**config.mk**
```make
export PLATFORM = sky130hd
export DESIGN_NAME = pwm_hiccup_ctrl
export DESIGN_NICKNAME = d
export VERILOG_FILES = /design/src/pwm_pkg.sv /design/src/pwm_hiccup_ctrl.sv /design/src/master_clk_select.sv
export VERILOG_INCLUDE_DIRS = /design/src
export SDC_FILE = /design/constraint.sdc
export NUM_CORES = 1
export LEC_CHECK = 0
export ABC_AREA = 1
export BUFFER_PORTS_ARGS = -buffer_cell sky130_fd_sc_hd__buf_2
export CAP_MARGIN = 0
export CORE_AREA = 5 5 88 90
export DETAILED_ROUTE_END_ITERATION = 16
export DIE_AREA = 0 0 93 95
export PLACE_DENSITY_LB_ADDON = 0.1
export SLEW_MARGIN = 20
export SYNTH_ARGS = -nofsm -noshare
export SYNTH_HDL_FRONTEND = slang
export SYNTH_HIERARCHICAL = 1
export SYNTH_SLANG_ARGS = --single-unit
```
**constraint.sdc**
```tcl
create_clock -name core_clk -period 2.2 [get_ports core_clk]
set_clock_uncertainty 0.05 [all_clocks]
set_input_delay 0.11 -clock core_clk [delete_from_list [all_inputs] [get_ports core_clk]]
set_output_delay 0.11 -clock core_clk [all_outputs]
set_load 0.02 [all_outputs]
```
**src/pwm_defs.svh**
```systemverilog
`ifndef PWM_DEFS_SVH
`define PWM_DEFS_SVH

// ============================================================
// Timing
// ============================================================
`define CLK_PERIOD_NS 25
`define FREE_RUN_PERIOD_NS 3333
`define SYNC_LOSS_PERIODS 2
`define SS_CYCLE_TICKS 256

// ============================================================
// Counter limits
// ============================================================
`define FAULT_LIMIT 3'h7
`define UV_LIMIT 3'h7
`define CNT_ZERO 3'h0
`define CNT_ONE 3'h1
`define CNT_PRELIMIT 3'h6

// ============================================================
// Synchroniser lanes
// ============================================================
`define LANE_OC 0
`define LANE_RAMP 1
`define LANE_PWM_END 2
`define LANE_SYNC 3
`define LANES 4

`endif

```
**src/pwm_pkg.sv**
```systemverilog
package pwm_pkg;

  typedef enum logic [2:0] {
    ST_LOCKOUT = 3'h1,
    ST_RUN = 3'h2,
    ST_HICCUP = 3'h4
  } ctrl_state_t;

  typedef struct packed {
    logic high_side;
    logic low_side;
  } gate_drive_t;

  typedef struct packed {
    logic power_good;
    logic undervoltage_lockout;
    logic hiccup_active;
    logic sync_mode;
    logic [2:0] fault_count;
  } pwm_status_t;

endpackage

```
**src/pwm_hiccup_ctrl.sv**
```systemverilog
`timescale 1ns/1ps
`include "pwm_defs.svh"

// Contract
// - Overcurrent while high side is on ends the switching pulse at once.
// - After termination high side stays off until the next cycle starts.
// - Fault counter rises on an overcurrent cycle, falls on a clean one.
// - Count of seven issues restart and seven soft-start cycles.
// - Both gate drives stay off throughout the hiccup sequence.
// - One decrement per soft-start cycle; switching resumes at zero.
// - Persisting overload counts again and re-enters hiccup at seven.
// - An applied sync clock replaces the internal oscillator.
// - Sync held low selects free-running internal oscillator.
// - Seven sync pulses before ramp completes declare undervoltage, disable PWM.
// - A clock before the ramp reaches 90 percent is an undervoltage cycle.
// - Seven long-ramp cycles start; seven short-ramp cycles lock out.
module pwm_hiccup_ctrl #(
  parameter int FREE_RUN_CYCLES = `FREE_RUN_PERIOD_NS / `CLK_PERIOD_NS,
  parameter int SS_CYCLE_TICKS = `SS_CYCLE_TICKS,
  parameter int SSW = 9
) (
  input wire logic core_clk,
  input wire logic rstn,
  input wire logic oc_trip_in,
  input wire logic ramp_done_in,
  input wire logic pwm_end_in,
  input wire logic sync_in,
  output pwm_pkg::gate_drive_t gates,
  output logic soft_start_req,
  output pwm_pkg::pwm_status_t status
);

  // ============================================================
  // Input synchronisers
  // ============================================================
  logic [`LANES-1:0] meta_reg;
  logic [`LANES-1:0] sync_reg;
  logic oc_s;
  logic ramp_s;
  logic pwm_end_s;

  always_ff @(posedge core_clk or negedge rstn) begin
    if (!rstn) begin
      meta_reg <= '0;
      sync_reg <= '0;
    end else begin
      meta_reg <= {sync_in, pwm_end_in, ramp_done_in, oc_trip_in};
      sync_reg <= meta_reg;
    end
  end

  assign oc_s = sync_reg[`LANE_OC];
  assign ramp_s = sync_reg[`LANE_RAMP];
  assign pwm_end_s = sync_reg[`LANE_PWM_END];

  // ============================================================
  // Master clock
  // ============================================================
  logic master_tick;
  logic sync_mode;

  master_clk_select #(
    .FREE_RUN_CYCLES(FREE_RUN_CYCLES)
  ) u_clk_select (
    .core_clk(core_clk),
    .rstn(rstn),
    .sync_level(sync_reg[`LANE_SYNC]),
    .master_tick(master_tick),
    .sync_mode(sync_mode)
  );

  // Saturating three-bit step, shared by the fault and ramp counters.
  function automatic logic [2:0] sat_step(input logic [2:0] cnt,
                                          input logic up);
    logic [2:0] res;
    res = cnt;
    if (up && cnt != `FAULT_LIMIT) begin
      res = cnt + `CNT_ONE;
    end else if (!up && cnt != `CNT_ZERO) begin
      res = cnt - `CNT_ONE;
    end
    return res;
  endfunction

  // ============================================================
  // Per-cycle event flags
  // ============================================================
  pwm_pkg::ctrl_state_t state_reg;
  logic hs_on_reg;
  logic oc_term;
  logic oc_seen_reg;
  logic ramp_seen_reg;
  logic cycle_oc;
  logic cycle_ramp_ok;

  assign oc_term = oc_s && hs_on_reg;
  assign cycle_oc = oc_seen_reg || oc_term;
  assign cycle_ramp_ok = ramp_seen_reg || ramp_s;

  // An event in the tick cycle reaches the ending cycle's verdict through
  // the combined terms above, so the end-of-cycle clear never loses it.
  always_ff @(posedge core_clk or negedge rstn) begin
    if (!rstn) begin
      oc_seen_reg <= 1'b0;
      ramp_seen_reg <= 1'b0;
    end else if (master_tick) begin
      oc_seen_reg <= 1'b0;
      ramp_seen_reg <= 1'b0;
    end else begin
      oc_seen_reg <= oc_seen_reg || oc_term;
      ramp_seen_reg <= ramp_seen_reg || ramp_s;
    end
  end

  // ============================================================
  // Control state
  // ============================================================
  logic [2:0] fault_reg;
  logic [2:0] fault_next;
  logic [2:0] uv_reg;
  logic [2:0] uv_next;
  logic [SSW-1:0] ss_cnt_reg;
  logic ss_done;
  logic power_good_reg;

  assign ss_done = master_tick && ss_cnt_reg == SSW'(SS_CYCLE_TICKS - 1);
  assign fault_next = sat_step(fault_reg, cycle_oc);
  assign uv_next = (state_reg == pwm_pkg::ST_LOCKOUT) ?
                   sat_step(uv_reg, cycle_ramp_ok) :
                   sat_step(uv_reg, !cycle_ramp_ok);

  always_ff @(posedge core_clk or negedge rstn) begin
    if (!rstn) begin
      state_reg <= pwm_pkg::ST_LOCKOUT;
    end else if (master_tick) begin
      unique case (state_reg)
        pwm_pkg::ST_LOCKOUT: begin
          if (uv_next == `UV_LIMIT) begin
            state_reg <= pwm_pkg::ST_RUN;
          end
        end
        pwm_pkg::ST_RUN: begin
          if (uv_next == `UV_LIMIT) begin
            state_reg <= pwm_pkg::ST_LOCKOUT;
          end else if (fault_next == `FAULT_LIMIT) begin
            state_reg <= pwm_pkg::ST_HICCUP;
          end
        end
        pwm_pkg::ST_HICCUP: begin
          if (uv_next == `UV_LIMIT) begin
            state_reg <= pwm_pkg::ST_LOCKOUT;
          end else if (ss_done && fault_reg == `CNT_ONE) begin
            state_reg <= pwm_pkg::ST_RUN;
          end
        end
      endcase
    end
  end

  // Ramp-versus-clock counter; restarts from zero on every entry to or exit from lockout.
  always_ff @(posedge core_clk or negedge rstn) begin
    if (!rstn) begin
      uv_reg <= `CNT_ZERO;
    end else if (master_tick) begin
      uv_reg <= (uv_next == `UV_LIMIT) ? `CNT_ZERO : uv_next;
    end
  end

  always_ff @(posedge core_clk or negedge rstn) begin
    if (!rstn) begin
      fault_reg <= `CNT_ZERO;
    end else if (master_tick) begin
      if (state_reg == pwm_pkg::ST_RUN) begin
        fault_reg <= fault_next;
      end else if (state_reg == pwm_pkg::ST_HICCUP && ss_done) begin
        fault_reg <= sat_step(fault_reg, 1'b0);
      end else if (state_reg == pwm_pkg::ST_LOCKOUT) begin
        fault_reg <= `CNT_ZERO;
      end
    end
  end

  always_ff @(posedge core_clk or negedge rstn) begin
    if (!rstn) begin
      ss_cnt_reg <= '0;
    end else if (state_reg != pwm_pkg::ST_HICCUP || ss_done) begin
      ss_cnt_reg <= '0;
    end else if (master_tick) begin
      ss_cnt_reg <= ss_cnt_reg + SSW'(1);
    end
  end

  // Soft-start request: once on leaving lockout, and at the start of each
  // soft-start cycle of a hiccup except after the last one.
  always_ff @(posedge core_clk or negedge rstn) begin
    if (!rstn) begin
      soft_start_req <= 1'b0;
    end else begin
      soft_start_req <= master_tick && (
        (state_reg == pwm_pkg::ST_LOCKOUT && uv_next == `UV_LIMIT) ||
        (state_reg == pwm_pkg::ST_RUN && uv_next != `UV_LIMIT &&
         fault_next == `FAULT_LIMIT) ||
        (state_reg == pwm_pkg::ST_HICCUP && uv_next != `UV_LIMIT &&
         ss_done && fault_reg != `CNT_ONE));
    end
  end

  always_ff @(posedge core_clk or negedge rstn) begin
    if (!rstn) begin
      power_good_reg <= 1'b0;
    end else begin
      power_good_reg <= (state_reg != pwm_pkg::ST_LOCKOUT);
    end
  end

  // ============================================================
  // Gate drives
  // ============================================================
  logic hs_next;
  logic ls_reg;
  logic leave_run;

  // A tick that ends RUN must not start a pulse, or a low-side on cycle, that the
  // new state would then show for one cycle with its gates meant to be off.
  assign leave_run = master_tick && state_reg == pwm_pkg::ST_RUN &&
                     (uv_next == `UV_LIMIT || fault_next == `FAULT_LIMIT);

  always_comb begin
    hs_next = hs_on_reg;
    if (state_reg != pwm_pkg::ST_RUN || leave_run) begin
      hs_next = 1'b0;
    end else if (oc_term || pwm_end_s) begin
      hs_next = 1'b0;
    end else if (master_tick) begin
      hs_next = 1'b1;
    end
  end

  // The low side waits one clock after the high side turns off, a dead
  // cycle that prevents cross conduction in the external switches.
  always_ff @(posedge core_clk or negedge rstn) begin
    if (!rstn) begin
      hs_on_reg <= 1'b0;
      ls_reg <= 1'b0;
    end else begin
      hs_on_reg <= hs_next;
      ls_reg <= (state_reg == pwm_pkg::ST_RUN) && !leave_run && !hs_next &&
                !hs_on_reg;
    end
  end

  assign gates.high_side = hs_on_reg;
  assign gates.low_side = ls_reg;
  assign status.power_good = power_good_reg;
  assign status.undervoltage_lockout = !power_good_reg;
  assign status.hiccup_active = (state_reg == pwm_pkg::ST_HICCUP);
  assign status.sync_mode = sync_mode;
  assign status.fault_count = fault_reg;

  // ============================================================
  // Checks
  // ============================================================
  a_oc_ends_pulse: assert property (
    @(posedge core_clk) disable iff (!rstn)
    oc_s && gates.high_side |=> !gates.high_side)
    else $error("overcurrent did not end the pulse");

  a_hs_starts_tick: assert property (
    @(posedge core_clk) disable iff (!rstn)
    $rose(gates.high_side) |-> $past(master_tick) &&
    $past(state_reg) == pwm_pkg::ST_RUN)
    else $error("high side turned on outside a cycle start");

  a_fault_counts_up: assert property (
    @(posedge core_clk) disable iff (!rstn)
    master_tick && state_reg == pwm_pkg::ST_RUN && cycle_oc &&
    fault_reg != `FAULT_LIMIT |=> fault_reg == $past(fault_reg) + `CNT_ONE)
    else $error("fault counter did not increment");

  a_fault_floor: assert property (
    @(posedge core_clk) disable iff (!rstn)
    master_tick && state_reg == pwm_pkg::ST_RUN && !cycle_oc
    |=> fault_reg == (($past(fault_reg) == `CNT_ZERO) ? `CNT_ZERO :
                      $past(fault_reg) - `CNT_ONE))
    else $error("fault counter clean-cycle step wrong");

  a_hiccup_entry: assert property (
    @(posedge core_clk) disable iff (!rstn)
    master_tick && state_reg == pwm_pkg::ST_RUN && cycle_oc &&
    fault_reg == `CNT_PRELIMIT && uv_next != `UV_LIMIT
    |=> state_reg == pwm_pkg::ST_HICCUP && soft_start_req)
    else $error("seventh fault did not start hiccup");

  a_hiccup_gates_off: assert property (
    @(posedge core_clk) disable iff (!rstn)
    state_reg == pwm_pkg::ST_HICCUP |-> !gates.high_side && !gates.low_side)
    else $error("gate driven during hiccup");

  a_hiccup_exit: assert property (
    @(posedge core_clk) disable iff (!rstn)
    state_reg == pwm_pkg::ST_HICCUP && ss_done && fault_reg == `CNT_ONE &&
    uv_next != `UV_LIMIT |=> state_reg == pwm_pkg::ST_RUN &&
    fault_reg == `CNT_ZERO)
    else $error("hiccup did not end at zero");

  a_uv_lockout: assert property (
    @(posedge core_clk) disable iff (!rstn)
    master_tick && state_reg == pwm_pkg::ST_RUN && !cycle_ramp_ok &&
    uv_reg == `CNT_PRELIMIT |=> state_reg == pwm_pkg::ST_LOCKOUT
    ##1 !gates.high_side && !power_good_reg)
    else $error("short ramps did not lock out");

  a_start_after_seven: assert property (
    @(posedge core_clk) disable iff (!rstn)
    master_tick && state_reg == pwm_pkg::ST_LOCKOUT && cycle_ramp_ok &&
    uv_reg == `CNT_PRELIMIT |=> soft_start_req ##1 power_good_reg)
    else $error("start-up did not follow seven good ramps");

  c_hiccup_seen: cover property (
    @(posedge core_clk) disable iff (!rstn)
    $rose(status.hiccup_active));
  c_hiccup_recover: cover property (
    @(posedge core_clk) disable iff (!rstn)
    $fell(status.hiccup_active) && state_reg == pwm_pkg::ST_RUN);
  c_oc_terminate: cover property (
    @(posedge core_clk) disable iff (!rstn) oc_term);
  c_sync_lockout: cover property (
    @(posedge core_clk) disable iff (!rstn)
    sync_mode && $rose(status.undervoltage_lockout));

endmodule

```
**src/master_clk_select.sv**
```systemverilog
`timescale 1ns/1ps
`include "pwm_defs.svh"

module master_clk_select #(
  parameter int FREE_RUN_CYCLES = `FREE_RUN_PERIOD_NS / `CLK_PERIOD_NS,
  parameter int SYNC_LOSS_CYCLES = FREE_RUN_CYCLES * `SYNC_LOSS_PERIODS,
  parameter int CW = 16
) (
  input wire logic core_clk,
  input wire logic rstn,
  input wire logic sync_level,
  output logic master_tick,
  output logic sync_mode
);

  logic sync_prev_reg;
  logic sync_rise;
  logic [CW-1:0] osc_cnt_reg;
  logic [CW-1:0] loss_cnt_reg;
  logic osc_wrap;

  assign sync_rise = sync_level && !sync_prev_reg;
  assign osc_wrap = (osc_cnt_reg == CW'(FREE_RUN_CYCLES - 1));

  always_ff @(posedge core_clk or negedge rstn) begin
    if (!rstn) begin
      sync_prev_reg <= 1'b0;
    end else begin
      sync_prev_reg <= sync_level;
    end
  end

  // Internal oscillator; restarts its period on each sync edge so that a
  // lost sync clock hands over without a short cycle.
  always_ff @(posedge core_clk or negedge rstn) begin
    if (!rstn) begin
      osc_cnt_reg <= '0;
    end else if (osc_wrap || sync_rise) begin
      osc_cnt_reg <= '0;
    end else begin
      osc_cnt_reg <= osc_cnt_reg + CW'(1);
    end
  end

  // A held-low sync pin lets the loss counter expire: free-running.
  always_ff @(posedge core_clk or negedge rstn) begin
    if (!rstn) begin
      loss_cnt_reg <= '0;
      sync_mode <= 1'b0;
    end else if (sync_rise) begin
      loss_cnt_reg <= '0;
      sync_mode <= 1'b1;
    end else if (loss_cnt_reg == CW'(SYNC_LOSS_CYCLES - 1)) begin
      sync_mode <= 1'b0;
    end else begin
      loss_cnt_reg <= loss_cnt_reg + CW'(1);
    end
  end

  always_ff @(posedge core_clk or negedge rstn) begin
    if (!rstn) begin
      master_tick <= 1'b0;
    end else begin
      master_tick <= sync_rise || (osc_wrap && !sync_mode);
    end
  end

  // ============================================================
  // Checks
  // ============================================================
  a_sync_edge_ticks: assert property (
    @(posedge core_clk) disable iff (!rstn)
    sync_rise |=> master_tick && sync_mode)
    else $error("sync edge did not produce a master tick");

  a_free_run_tick: assert property (
    @(posedge core_clk) disable iff (!rstn)
    master_tick && !$past(sync_rise) |-> $past(osc_wrap) && !$past(sync_mode))
    else $error("free-run tick not at oscillator wrap");

endmodule

```
Yosys cells after proc, flatten, opt, wreduce, memory -nomap -nowiden --
Index checks and enable logic that the tools add are counted.
Word-level totals: bits in registers 67, bits of input ports 6, output and inout port bits 10
Cells by class: multiplexer cells 30, add/subtract/negate cells 7, reductions and logical operators 49, equal/unequal tests 21
Operators with widths (count):
- 2-to-1 mux 3 bit | 17
- 2-to-1 mux 16 bit | 3
- adder 16 x 1 -> 16 bit (second input constant) | 2
- logical AND 1 bit | 24
- 2-to-1 mux 9 bit | 2
- equality test 16 x 8 -> 1 bit (second input constant) | 1
- equality test 16 x 9 -> 1 bit (second input constant) | 1
- != test 3 x 1 -> 1 bit (second input constant) | 4
- != test 3 bit (second input constant) | 4
- logical OR 1 bit | 10
- adder 9 x 1 -> 9 bit (second input constant) | 1
- equality test 3 bit (second input constant) | 3
- equality test 9 x 8 -> 1 bit (second input constant) | 1
- one-hot mux 3 bit (3 select lines) | 1
- nonzero test 3 bit | 3
- logical NOT 1 bit | 8
- 2-to-1 mux 1 bit | 7
- adder 3 x 1 -> 3 bit (second input constant) | 2
- equality test 3 x 1 -> 1 bit (second input constant) | 2
- != test 3 x 2 -> 1 bit (second input constant) | 2
- subtractor 3 x 1 -> 3 bit (second input constant) | 2
- != test 2 x 1 -> 1 bit (second input constant) | 2
- AND reduction 4 bit | 1
- nonzero test 2 bit | 2
- other kinds (2) | 2

Logic depth before layout (Yosys ltp) --
Gate-level depths: netlist of run 1.
depth after elaboration 14, gate-level depth with buffers 14

Cells and area by module --
Netlist of run 1, hierarchy kept.
By module, submodules not included:
- master_clk_select | cells each 267, instances 1, area an instance 2015.7 um^2
- pwm_hiccup_ctrl | cells each 252, instances 1, area an instance 1944.4 um^2

Worst setup path after synthesis of run 1 --
Ideal clock, no wire load.
path kind flip-flop to flip-flop, start point register ss_cnt_reg[0], end point register fault_reg[0], path slack 0.256 ns, path buffers 0, required time 2.032 ns, clock period less this slack 1.944 ns, arrival 1.776 ns, stages on the path, launching flop included 12, path through dfrtp_1 -> ha_1 -> nand3_1 -> nor4_1 -> ha_1 -> nand2_1 -> nor2_1 -> nand2_1 -> a31oi_4 -> o21ai_1 -> a21oi_1 -> nor2_1
Between the ends: cells in the longest elaborated chain, start to end 5
RTL lines:
- start, declared | line pwm_hiccup_ctrl.sv:122 | logic [SSW-1:0] ss_cnt_reg;
- start signal, assigned | line pwm_hiccup_ctrl.sv:189 | ss_cnt_reg <= ss_cnt_reg + SSW'(1);
- equality test 9 x 8 -> 1 bit (*) | line pwm_hiccup_ctrl.sv:126 | assign ss_done = master_tick && ss_cnt_reg == SSW'(SS_CYCLE_TICKS - 1);
- logical AND 1 bit (*) | line pwm_hiccup_ctrl.sv:126
- logical AND 1 bit (*) | line pwm_hiccup_ctrl.sv:175 | end else if (state_reg == pwm_pkg::ST_HICCUP && ss_done) begin
- != test 3 x 2 -> 1 bit (no source line), or another cell as far along
- AND reduction 3 bit (no source line) / 2-to-1 mux 3 bit (equally long branches)
- end signal, assigned | line pwm_hiccup_ctrl.sv:174 | fault_reg <= fault_next;
- end signal, assigned | line pwm_hiccup_ctrl.sv:176 | fault_reg <= sat_step(fault_reg, 1'b0);
- end signal, assigned | line pwm_hiccup_ctrl.sv:178 | fault_reg <= `CNT_ZERO;
- end, declared | line pwm_hiccup_ctrl.sv:118 | logic [2:0] fault_reg;
Mark *: on every way between the ends. The rest lies on a longest branch, timed or not. A chain may end at the register's enable or synchronous reset.

Worst setup path after layout of run 1 --
start point register fault_reg[0], end point register state_reg[2]
Between the ends: cells in the longest elaborated chain, start to end 7
RTL lines:
- start signal, assigned | line pwm_hiccup_ctrl.sv:171 | fault_reg <= `CNT_ZERO;
- start signal, assigned | line pwm_hiccup_ctrl.sv:174
- start signal, assigned | line pwm_hiccup_ctrl.sv:176
- parallel branches: the longest is 6 deep, another holds subtractor 3 x 1 -> 3 bit
- AND reduction 4 bit (no source line) (*)
- end signal, assigned | line pwm_hiccup_ctrl.sv:134 | state_reg <= pwm_pkg::ST_LOCKOUT;
- end signal, assigned | line pwm_hiccup_ctrl.sv:139 | state_reg <= pwm_pkg::ST_RUN;
- end signal, assigned | line pwm_hiccup_ctrl.sv:144 | state_reg <= pwm_pkg::ST_LOCKOUT;
- end, declared | line pwm_hiccup_ctrl.sv:88 | pwm_pkg::ctrl_state_t state_reg;
Every way passes the cells marked *.

==> results of run 1 <==
worst min path at each step:
| stage | startpoint | to | slack [ns] | cells after the start |
|---|---|---|---|---|
| 2_1_floorplan | rstn | fault_reg[0] | -0.24 | 0 |
| 3_5_place_dp | rstn | power_good_reg | 0.09 | 1 |
| 4_1_cts | rstn | fault_reg[1] | 0.25 | 2 |
| 6_report | rstn | fault_reg[1] | 0.24 | 2 |
| 5_1_grt | rstn | fault_reg[1] | 0.27 | 2 |
| 3_3_place_gp | rstn | power_good_reg | 0.08 | 1 |
worst max-delay path: stages, from the launching register on:
cell and delay (ns):
dfrtp_1 0.49, inv_1 0.13, ha_1 0.24, nand2_1 0.12, nand3_1 0.11, nand2_1 0.12
nor2_1 0.05, nor2_1 0.19, nand3_1 0.21, nand3_4 0.16, nand3_2 0.09, nand2_1 0.07
nand2_1 0.05
synthesized netlist by cell type:
library cell,count,area [µm²]
o21ai_2,2,17.5
a21oi_1,17,85.1
nand3_2,6,60.1
inv_4,1,6.26
a31oi_1,2,12.5
inv_1,57,214
buf_4,5,37.5
nand2_1,117,439
dfstp_2,1,26.3
o21ai_1,2,10.0
xnor2_1,3,26.3
xor2_1,7,61.3
dfrtp_1,66,1650
nand3_1,36,180
a31oi_4,1,21.3
nor2_2,7,43.8
nor2_4,3,33.8
nor4_1,1,6.26
nand4_1,15,93.8
nand2_4,3,33.8
buf_2,2,10.0
nand2_2,10,62.6
clkinv_1,2,7.51
or2_2,1,6.26
nor3b_1,3,22.5
ha_1,15,188
and2_1,1,6.26
inv_2,4,15.0
buf_6,1,11.3
nor3_4,1,16.3
clkbuf_1,1,3.75
a21boi_1,2,15.0
nand3_4,2,35.0
nor2_1,94,353
nor3_1,3,15.0
o21ai_0,22,110
o21bai_1,2,15.0
nand3b_1,1,7.51
report_power, final:
group	leakage (nW)	internal, mW	total [mW]	switching, mW
clock network	0.106	0.645	1.16	0.519
logic	1.11	0.538	1.55	1.01
registers	0.873	1.39	1.59	0.202
per-layer routing:
| layer | routed length (µm) | up-vias |
|---|---|---|
| li1 | - | 1715 |
| met1 | 3700 | 1551 |
| met2 | 3800 | 55 |
| met3 | 237 | 12 |
| met4 | 135 | 0 |
| met5 | 0 | - |
layout make-up:
type                    instances  area [µm²]
clock buffers                   9         124
inverters                      64         243
repair buffers                 26         186
clock inverters                 7         101
well taps                      82         103
multi-input cells             379        2040
flip-flops and latches         67        1680
fillers                       595        2510
what timing repair did:
action | in CTS | in global routing
hold endpoints to repair | 27 | 0
gates resized for setup | 0 | 17
setup buffers | 0 | 3
hold buffers | 5 | 0
endpoints found under the setup margin | 0 | 9
kinds of logic after synthesis:
kind of cell,after synthesis,synth area share
flip-flops,67,0.424
buffers and inverters,73,0.0771
AND/OR/NAND/NOR,304,0.357
AO/OA/AOI/OAI,50,0.0724
XOR/XNOR,10,0.0221
adder cells (fa/ha/maj),15,0.0474
metrics by stage:
step                      hold WS (ns)  utilization  std cells  instance area, µm²  setup slack (ns)
after floorplan                 -0.236            -        519                3960             0.256
after global placement          0.0833        0.589        610                4110             0.184
after detailed placement        0.0917        0.589        610                4110             0.131
after CTS                        0.249        0.628        631                4390            0.0864
after global routing             0.270        0.641        634                4470            -0.163
final                            0.243        0.641        634                4470            0.0266
==> flow_metrics.py, run 1 <==
metrics = {
    "final_layout": {
        "diodes": 0,
        "synthToLayoutAreaGrowth_pct": 13.0,
        "final_common_cell": "nand2_1",
        "layout-drive-gt1-share": 0.167,
        "final_cell_mix": "115 x nand2_1, 92 x nor2_1, 66 x dfrtp_1",
        "final_nets": 568,
    },
    "timing": {
        "max_freq_mhz": 460,
        "worst_pin_slew_ns": 0.583,
        "grt_setup_unrepaired": "true",
        "slew_headroom": 0.611,
        "post-route-period-util": 0.988,
        "slew_violations": 0,
        "setup_viol": 0,
        "final-hold-violation-count": 0,
        "setup_tns_ns": 0,
        "period_needed_ns": 2.17,
    },
    "clock_tree": {
        "cts_num_sinks": 67,
        "cts_max_level": 3,
        "cts.clk_slew.worst_paths_ns": 0.08,
        "cts_tree": "done",
        "numCtsBuffers": 9,
        "worstSkewPairLatency_ns": 0.35,
        "cts-root-buf": "clkbuf_8",
        "cts_buffer_depth": 2,
    },
    "global_route": {
        "grt-busiest-layer": "met2",
        "grtUsageMet3": 0.0390,
        "grt_use_met1": 0.243,
        "grt_pass1_vias": 3071,
        "grt_max_degree": 45,
        "antenna_found_initial": 0,
        "use_met2": 0.316,
        "overflow": 0,
        "track_usage": 0.189,
        "grt_pass1_wl_mm": 13.4,
    },
    "job": {
        "maxCapViolCount": 0,
    },
    "worst_setup_path": {
        "worstReg2RegStart": "fault_reg[0]",
        "critPathArrivalTime_ns": 2.36,
        "start_kind": "flip-flop",
        "worstPathMaxFanout": 7,
        "reg2regPathDepth": 12,
        "end_kind": "flip-flop",
        "worstSetupEndpoint": "state_reg[2]",
        "r2r_end": "state_reg[2]",
        "required_ns": 2.39,
        "rrSetupSlack_ns": 0.03,
        "critical_path_class": "flip-flop to flip-flop",
        "cp-startpoint": "fault_reg[0]",
    },
    "detailed_routing": {
        "route.detailed.drc": 0,
        "drtIter0Drc": 117,
        "wl_per_cell_um": 12.4,
        "first_pass_iters": 4,
        "viasPerCell": 5.26,
        "ant_nets": 0,
        "drt_wl_total_mm": 7.88,
        "vias": 3333,
    },
    "logic_synthesis": {
        "syn_avg_cell_area_um2": 7.63,
        "synth_area_mm2": 0.00396,
        "yosysSeqAreaShare": 0.424,
        "synth-seq-cells": 67,
        "syn_inst": 519,
        "syn_nets": 540,
        "ys_types": 38,
        "ys_warn_count": 6,
    },
    "floorplanning": {
        "coreArea_mm2": 0.00698,
        "rows": 31,
        "die_w_um": 93,
        "dieArea_mm2": 0.00884,
        "ios": 16,
        "die_y_um": 95,
        "initial_core_util": 0.567,
    },
    "place": {
        "dp_hpwl_mm": 5.55,
        "io_buffers": 15,
        "routabilityCongestion": 0.865,
    },
    "run_status": {
        "outcome": "completed",
    },
    "power": {
        "p_per_area_mw_per_mm2": 963,
        "leakagePower_nw": 2.09,
        "total_power_mw": 4.31,
        "vdd_drop_max_mv": 0.456,
    },
    "min_path": {
        "min_path_type": "input pin to asynchronous set/reset pin",
    },
}
(Power assumes the default switching activity.)
==> inputs of run 2 (changes only) <==
--- a/config.mk
+++ b/config.mk
@@ -9,9 +9,12 @@
 export ABC_AREA = 1
 export BUFFER_PORTS_ARGS = -buffer_cell sky130_fd_sc_hd__buf_2
 export CAP_MARGIN = 0
-export CORE_AREA = 5 5 88 90
+export CELL_PAD_IN_SITES_DETAIL_PLACEMENT = 0
+export CELL_PAD_IN_SITES_GLOBAL_PLACEMENT = 1
+export CORE_AREA = 5 5 99 101
 export DETAILED_ROUTE_END_ITERATION = 16
-export DIE_AREA = 0 0 93 95
+export DIE_AREA = 0 0 104 106
+export MAX_ROUTING_LAYER = met4
 export PLACE_DENSITY_LB_ADDON = 0.1
 export SLEW_MARGIN = 20
 export SYNTH_ARGS = -nofsm -noshare
==> flow_metrics.py, run 2 (synthesis gave the netlist of run 1 again) <==
metrics = {
    "worst_setup_path": {
        "cp_top_family": "simple AND/OR/NAND/NOR gates",
        "cp_slowest_cell": "dfrtp_1",
        "critPathArrivalTime_ns": 2.19,
        "worstPathCellList": "ha_1 > nand3_1 > nor4_2 > ha_1 > nand2_1 > nor2_1 > nand2_1 > a31oi_4 > o21ai_1 > a21oi_1 > nor2_1",
        "worstPathMaxFanout": 6,
        "path_buf_inv": 0,
        "end_kind": "flip-flop",
        "critical_path_class": "flip-flop to flip-flop",
        "required_ns": 2.39,
        "cp_slowest_stage_delay_ns": 0.38,
        "start_kind": "flip-flop",
    },
    "global_route": {
        "grt_pass1_vias": 3231,
        "track_usage": 0.160,
        "antenna_found_initial": 0,
        "grt_pass1_wl_mm": 14.4,
        "grt_max_degree": 68,
        "overflow": 0,
    },
    "final_layout": {
        "diodes": 0,
        "fin_cells": 661,
        "synthToLayoutAreaGrowth_pct": 12.0,
        "layout-drive-gt1-share": 0.144,
        "final_nets": 567,
        "design_area_mm2": 0.00444,
        "final_cell_mix": "117 x nand2_1, 94 x nor2_1, 66 x dfrtp_1",
        "final_common_cell": "nand2_1",
    },
    "timing": {
        "period_needed_ns": 2.00,
        "worst_pin_slew_ns": 0.367,
        "holdWs_ns": 0.262,
        "setup_viol": 0,
        "grt_setup_unrepaired": "true",
        "max_freq_mhz": 500,
        "post-route-period-util": 0.908,
        "slew_violations": 0,
        "final-hold-violation-count": 0,
        "slew_headroom": 0.755,
        "setup_tns_ns": 0,
    },
    "detailed_routing": {
        "vias": 3322,
        "wl_per_cell_um": 12.3,
        "drtIter0Drc": 116,
        "drt_wl_total_mm": 8.11,
        "ant_nets": 0,
        "route.detailed.drc": 0,
        "viasPerCell": 5.03,
        "first_pass_iters": 6,
    },
    "place": {
        "io_buffers": 15,
        "routabilityCongestion": 0.816,
        "dpl.cell_count": 641,
        "post_dp_cell_area_mm2": 0.00416,
        "dp_hpwl_mm": 5.93,
    },
    "job": {
        "maxCapViolCount": 0,
    },
    "clock_tree": {
        "cts-root-buf": "clkbuf_8",
        "numCtsBuffers": 9,
        "worstSkewPairLatency_ns": 0.34,
        "cts_max_level": 3,
        "cts_buffer_depth": 2,
        "cts.clk_slew.worst_paths_ns": 0.07,
        "cts_tree": "done",
        "cts_num_sinks": 67,
    },
    "run_status": {
        "outcome": "completed",
    },
    "floorplanning": {
        "ios": 16,
        "dieArea_mm2": 0.0110,
        "die_y_um": 106,
        "rows": 35,
        "coreArea_mm2": 0.00893,
        "die_w_um": 104,
        "initial_core_util": 0.443,
    },
    "power": {
        "p_per_area_mw_per_mm2": 954,
        "total_power_mw": 4.23,
        "vdd_drop_max_mv": 0.346,
        "leakagePower_nw": 2.07,
    },
    "min_path": {
        "min_path_type": "input pin to asynchronous set/reset pin",
    },
}
-- run 2: through the flow --
step,utilization,setup WS (ns)
floorplan,-,0.256
global placement,0.466,0.171
detailed placement,0.466,0.143
CTS,0.495,0.143
global route,0.496,-0.00425
finish,0.496,0.202
-- run 2: worst register-to-register path: stages (launching register included) --
cell and delay (ns):
dfrtp_1 0.38, ha_1 0.20, nand3_1 0.12, nor4_2 0.15, ha_1 0.20, nand2_1 0.07
nor2_1 0.14, nand2_1 0.10, a31oi_4 0.20, o21ai_1 0.10, a21oi_1 0.13, nor2_1 0.05
-- run 2: final cells by class --
type | count | area, µm²
Fill cell | 909 | 4500
Multi-Input combinational cell | 379 | 1990
Sequential cell | 67 | 1680
Inverter | 64 | 243
Clock buffer | 14 | 183
Timing Repair Buffer | 25 | 175
Tap cell | 111 | 139
Clock inverter | 1 | 30.0
-- run 2: final timing paths --
| kind | endpoint | slack, ns | depth (start not counted) | startpoint |
|---|---|---|---|---|
| worst min-delay path | ramp_seen_reg | 0.26 | 3 | rstn |
| min in group core_clk | sync_reg[1] | 0.30 | 0 | meta_reg[1] |
| worst min register to register | sync_reg[1] | 0.30 | 0 | meta_reg[1] |
| max in group asynchronous | state_reg[0] | 1.50 | 3 | rstn |
| worst max register to register | fault_reg[1] | 0.20 | 11 | ss_cnt_reg[0] |
| worst max-delay path | fault_reg[1] | 0.20 | 11 | ss_cnt_reg[0] |
-- run 2: report_power, final --
part           switching (mW)  internal (mW)  total [mW]  leakage (nW)
registers               0.198           1.39        1.59         0.873
logic                   0.989          0.550        1.54          1.09
clock network           0.458          0.643        1.10         0.109
total                    1.65           2.59        4.23          2.07
-- run 2: timing repair --
action	4_1_cts	5_1_grt
setup buffers	0	0
resized for setup	0	3
hold buffers	5	0
endpoints found under the hold margin	70	0
setup endpoints to repair	0	6
-- run 2: per-layer routing --
metal	global-route usage	part of all wire	wire length, µm
met5	-	0	0
met4	0.0574	0.016	127
met3	0.0273	0.024	192
met2	0.272	0.50	4040
met1	0.192	0.46	3740
==> inputs of run 3 (changes only) <==
--- a/config.mk
+++ b/config.mk
@@ -15,7 +15,7 @@
 export DETAILED_ROUTE_END_ITERATION = 16
 export DIE_AREA = 0 0 104 106
 export MAX_ROUTING_LAYER = met4
-export PLACE_DENSITY_LB_ADDON = 0.1
+export PLACE_DENSITY = 0.9
 export SLEW_MARGIN = 20
 export SYNTH_ARGS = -nofsm -noshare
 export SYNTH_HDL_FRONTEND = slang
==> constraint.sdc (replaced) <==
create_clock -name core_clk -period 1.9 [get_ports core_clk]
set_clock_uncertainty 0.05 [all_clocks]
set_input_delay 0.095 -clock core_clk [delete_from_list [all_inputs] [get_ports core_clk]]
set_output_delay 0.095 -clock core_clk [all_outputs]
set_load 0.02 [all_outputs]
==> flow_metrics.py, run 3 (synthesis gave the netlist of run 1 again) <==
metrics = {
    "timing": {
        "worst_pin_slew_ns": 0.372,
        "max_freq_mhz": 526,
        "final-hold-violation-count": 0,
        "fin_ws_ns": -0.000919,
        "post-route-period-util": 1.00,
        "setup_viol": 1,
        "period_needed_ns": 1.90,
        "setup_tns_ns": -0.000919,
        "slew_headroom": 0.750,
        "slew_violations": 0,
        "grt_setup_unrepaired": "true",
    },
    "clock_tree": {
        "cts_tree": "done",
        "numCtsBuffers": 9,
        "cts_num_sinks": 67,
        "cts-root-buf": "clkbuf_8",
        "cts_max_level": 3,
        "worstSkewPairLatency_ns": 0.34,
        "cts_buffer_depth": 2,
        "cts.clk_slew.worst_paths_ns": 0.07,
    },
    "final_layout": {
        "n_fill_cell": 842,
        "diodes": 0,
        "final_nets": 590,
        "layout-drive-gt1-share": 0.249,
        "fin_cells": 685,
        "final_cell_mix": "104 x nand2_1, 92 x nor2_1, 65 x dfrtp_1",
        "final_common_cell": "nand2_1",
        "synthToLayoutAreaGrowth_pct": 21.9,
    },
    "detailed_routing": {
        "first_pass_iters": 4,
        "drtIter0Drc": 115,
        "wl_per_cell_um": 12.1,
        "viasPerCell": 4.94,
        "route.detailed.drc": 0,
        "vias": 3387,
        "ant_nets": 0,
        "drt_wl_total_mm": 8.30,
    },
    "worst_setup_path": {
        "critical_path_class": "flip-flop to flip-flop",
        "worstPathCellList": "ha_4 > ha_4 > inv_2 > nand3_2 > nand2_1 > inv_2 > nand2_2 > nand2_2 > nand3_4 > nand3_4 > nand3_4 > nand2_1 > nand2_1",
        "end_kind": "flip-flop",
        "cp_slowest_cell": "dfrtp_1",
        "start_kind": "flip-flop",
        "worstReg2RegStart": "uv_reg[1]",
        "reg2regPathDepth": 13,
        "cp_slowest_stage_delay_ns": 0.43,
        "worstPathMaxFanout": 8,
        "critPathArrivalTime_ns": 2.09,
        "rrSetupSlack_ns": -0.0009,
        "cp-startpoint": "uv_reg[1]",
        "required_ns": 2.09,
    },
    "place": {
        "routabilityCongestion": 0.880,
        "dp_hpwl_mm": 5.68,
        "dp_slack_ns": -0.0729,
        "dpl.cell_count": 655,
        "io_buffers": 15,
    },
    "global_route": {
        "grt_pass1_vias": 3205,
        "antenna_found_initial": 0,
        "track_usage": 0.154,
        "overflow": 0,
        "grt_max_degree": 68,
        "grt_pass1_wl_mm": 14.0,
    },
    "floorplanning": {
        "dieArea_mm2": 0.0110,
        "die_y_um": 106,
        "initial_core_util": 0.443,
        "ios": 16,
        "coreArea_mm2": 0.00893,
        "rows": 35,
        "die_w_um": 104,
    },
    "power": {
        "vdd_drop_max_mv": 0.453,
        "leakagePower_nw": 2.21,
        "p_per_area_mw_per_mm2": 1190,
    },
    "job": {
        "maxCapViolCount": 0,
    },
    "run_status": {
        "violations": "setup timing",
        "outcome": "complete, but fails checks",
    },
    "min_path": {
        "min_path_type": "input pin to asynchronous set/reset pin",
    },
}
-- run 3: changes by cell type in the layout (fill, tap and decap cells not counted), moves of 4 or more --
cell,change
ha_2,+4
nand3_2,+4
ha_4,+4
inv_2,+7
clkbuf_8,-4
nand3_1,-7
nand2_1,-13
buf_4,+22
ha_1,-8
nand2_2,+10
inv_1,-7
-- run 3: area by class of cell --
class / instances / area (µm²) / share of cell area
timing repair buffer: 48 / 352 / 0.0728
sequential: 67 / 1680 / 0.348
clock inverter: 5 / 103 / 0.0212
multi-input combinational: 379 / 2170 / 0.450
inverter: 64 / 250 / 0.0518
tap: 111 / 139 / 0.0288
clock buffer: 11 / 131 / 0.0272
-- run 3: what timing repair did --
item,in CTS,in global routing
endpoints found under the setup margin,9,11
hold endpoints to repair,70,0
gates cloned,0,0
hold buffers,5,0
gates resized for setup,11,47
pin swaps,2,20
setup buffers,4,5
-- run 3: worst max-delay path: cells and delay by family, from the launching register on --
kind                     cells  cell delay, ns
adder cells (fa/ha/maj)      2            0.44
buffers and inverters        2            0.11
AND/OR/NAND/NOR              9            0.75
flip-flops                   1            0.43
-- run 3: path summary, 6_finish.rpt --
path	endpoint
worst min-delay path	power_good_reg
max in group asynchronous	state_reg[0]
worst max-delay path	state_reg[1]
min in group core_clk	sync_reg[1]
worst max register to register	state_reg[1]
worst min register to register	sync_reg[1]
-- run 3: per-stage QoR --
step	hold slack, ns	power (mW)	utilization	instance area, µm²
5_1_grt	0.283	6.13	0.540	4830
6_report	0.224	5.73	0.540	4830
4_1_cts	0.258	5.38	0.517	4620
3_3_place_gp	0.0935	3.77	0.478	4270
3_5_place_dp	0.0964	3.82	0.478	4270
2_1_floorplan	-0.251	3.21	-	3960
-- run 3: metal layers --
metal,track usage,up-vias,wire length (µm)
li1,-,1752,-
met2,0.252,32,4280
met1,0.187,1594,3700
met3,0.0346,9,188
met4,0.0564,0,128
met5,-,-,0
-- run 3: power by group --
part	switching, mW	internal, mW
combinational	1.41	1.04
clock	0.551	0.871
sequential	0.243	1.61
total	2.21	3.52
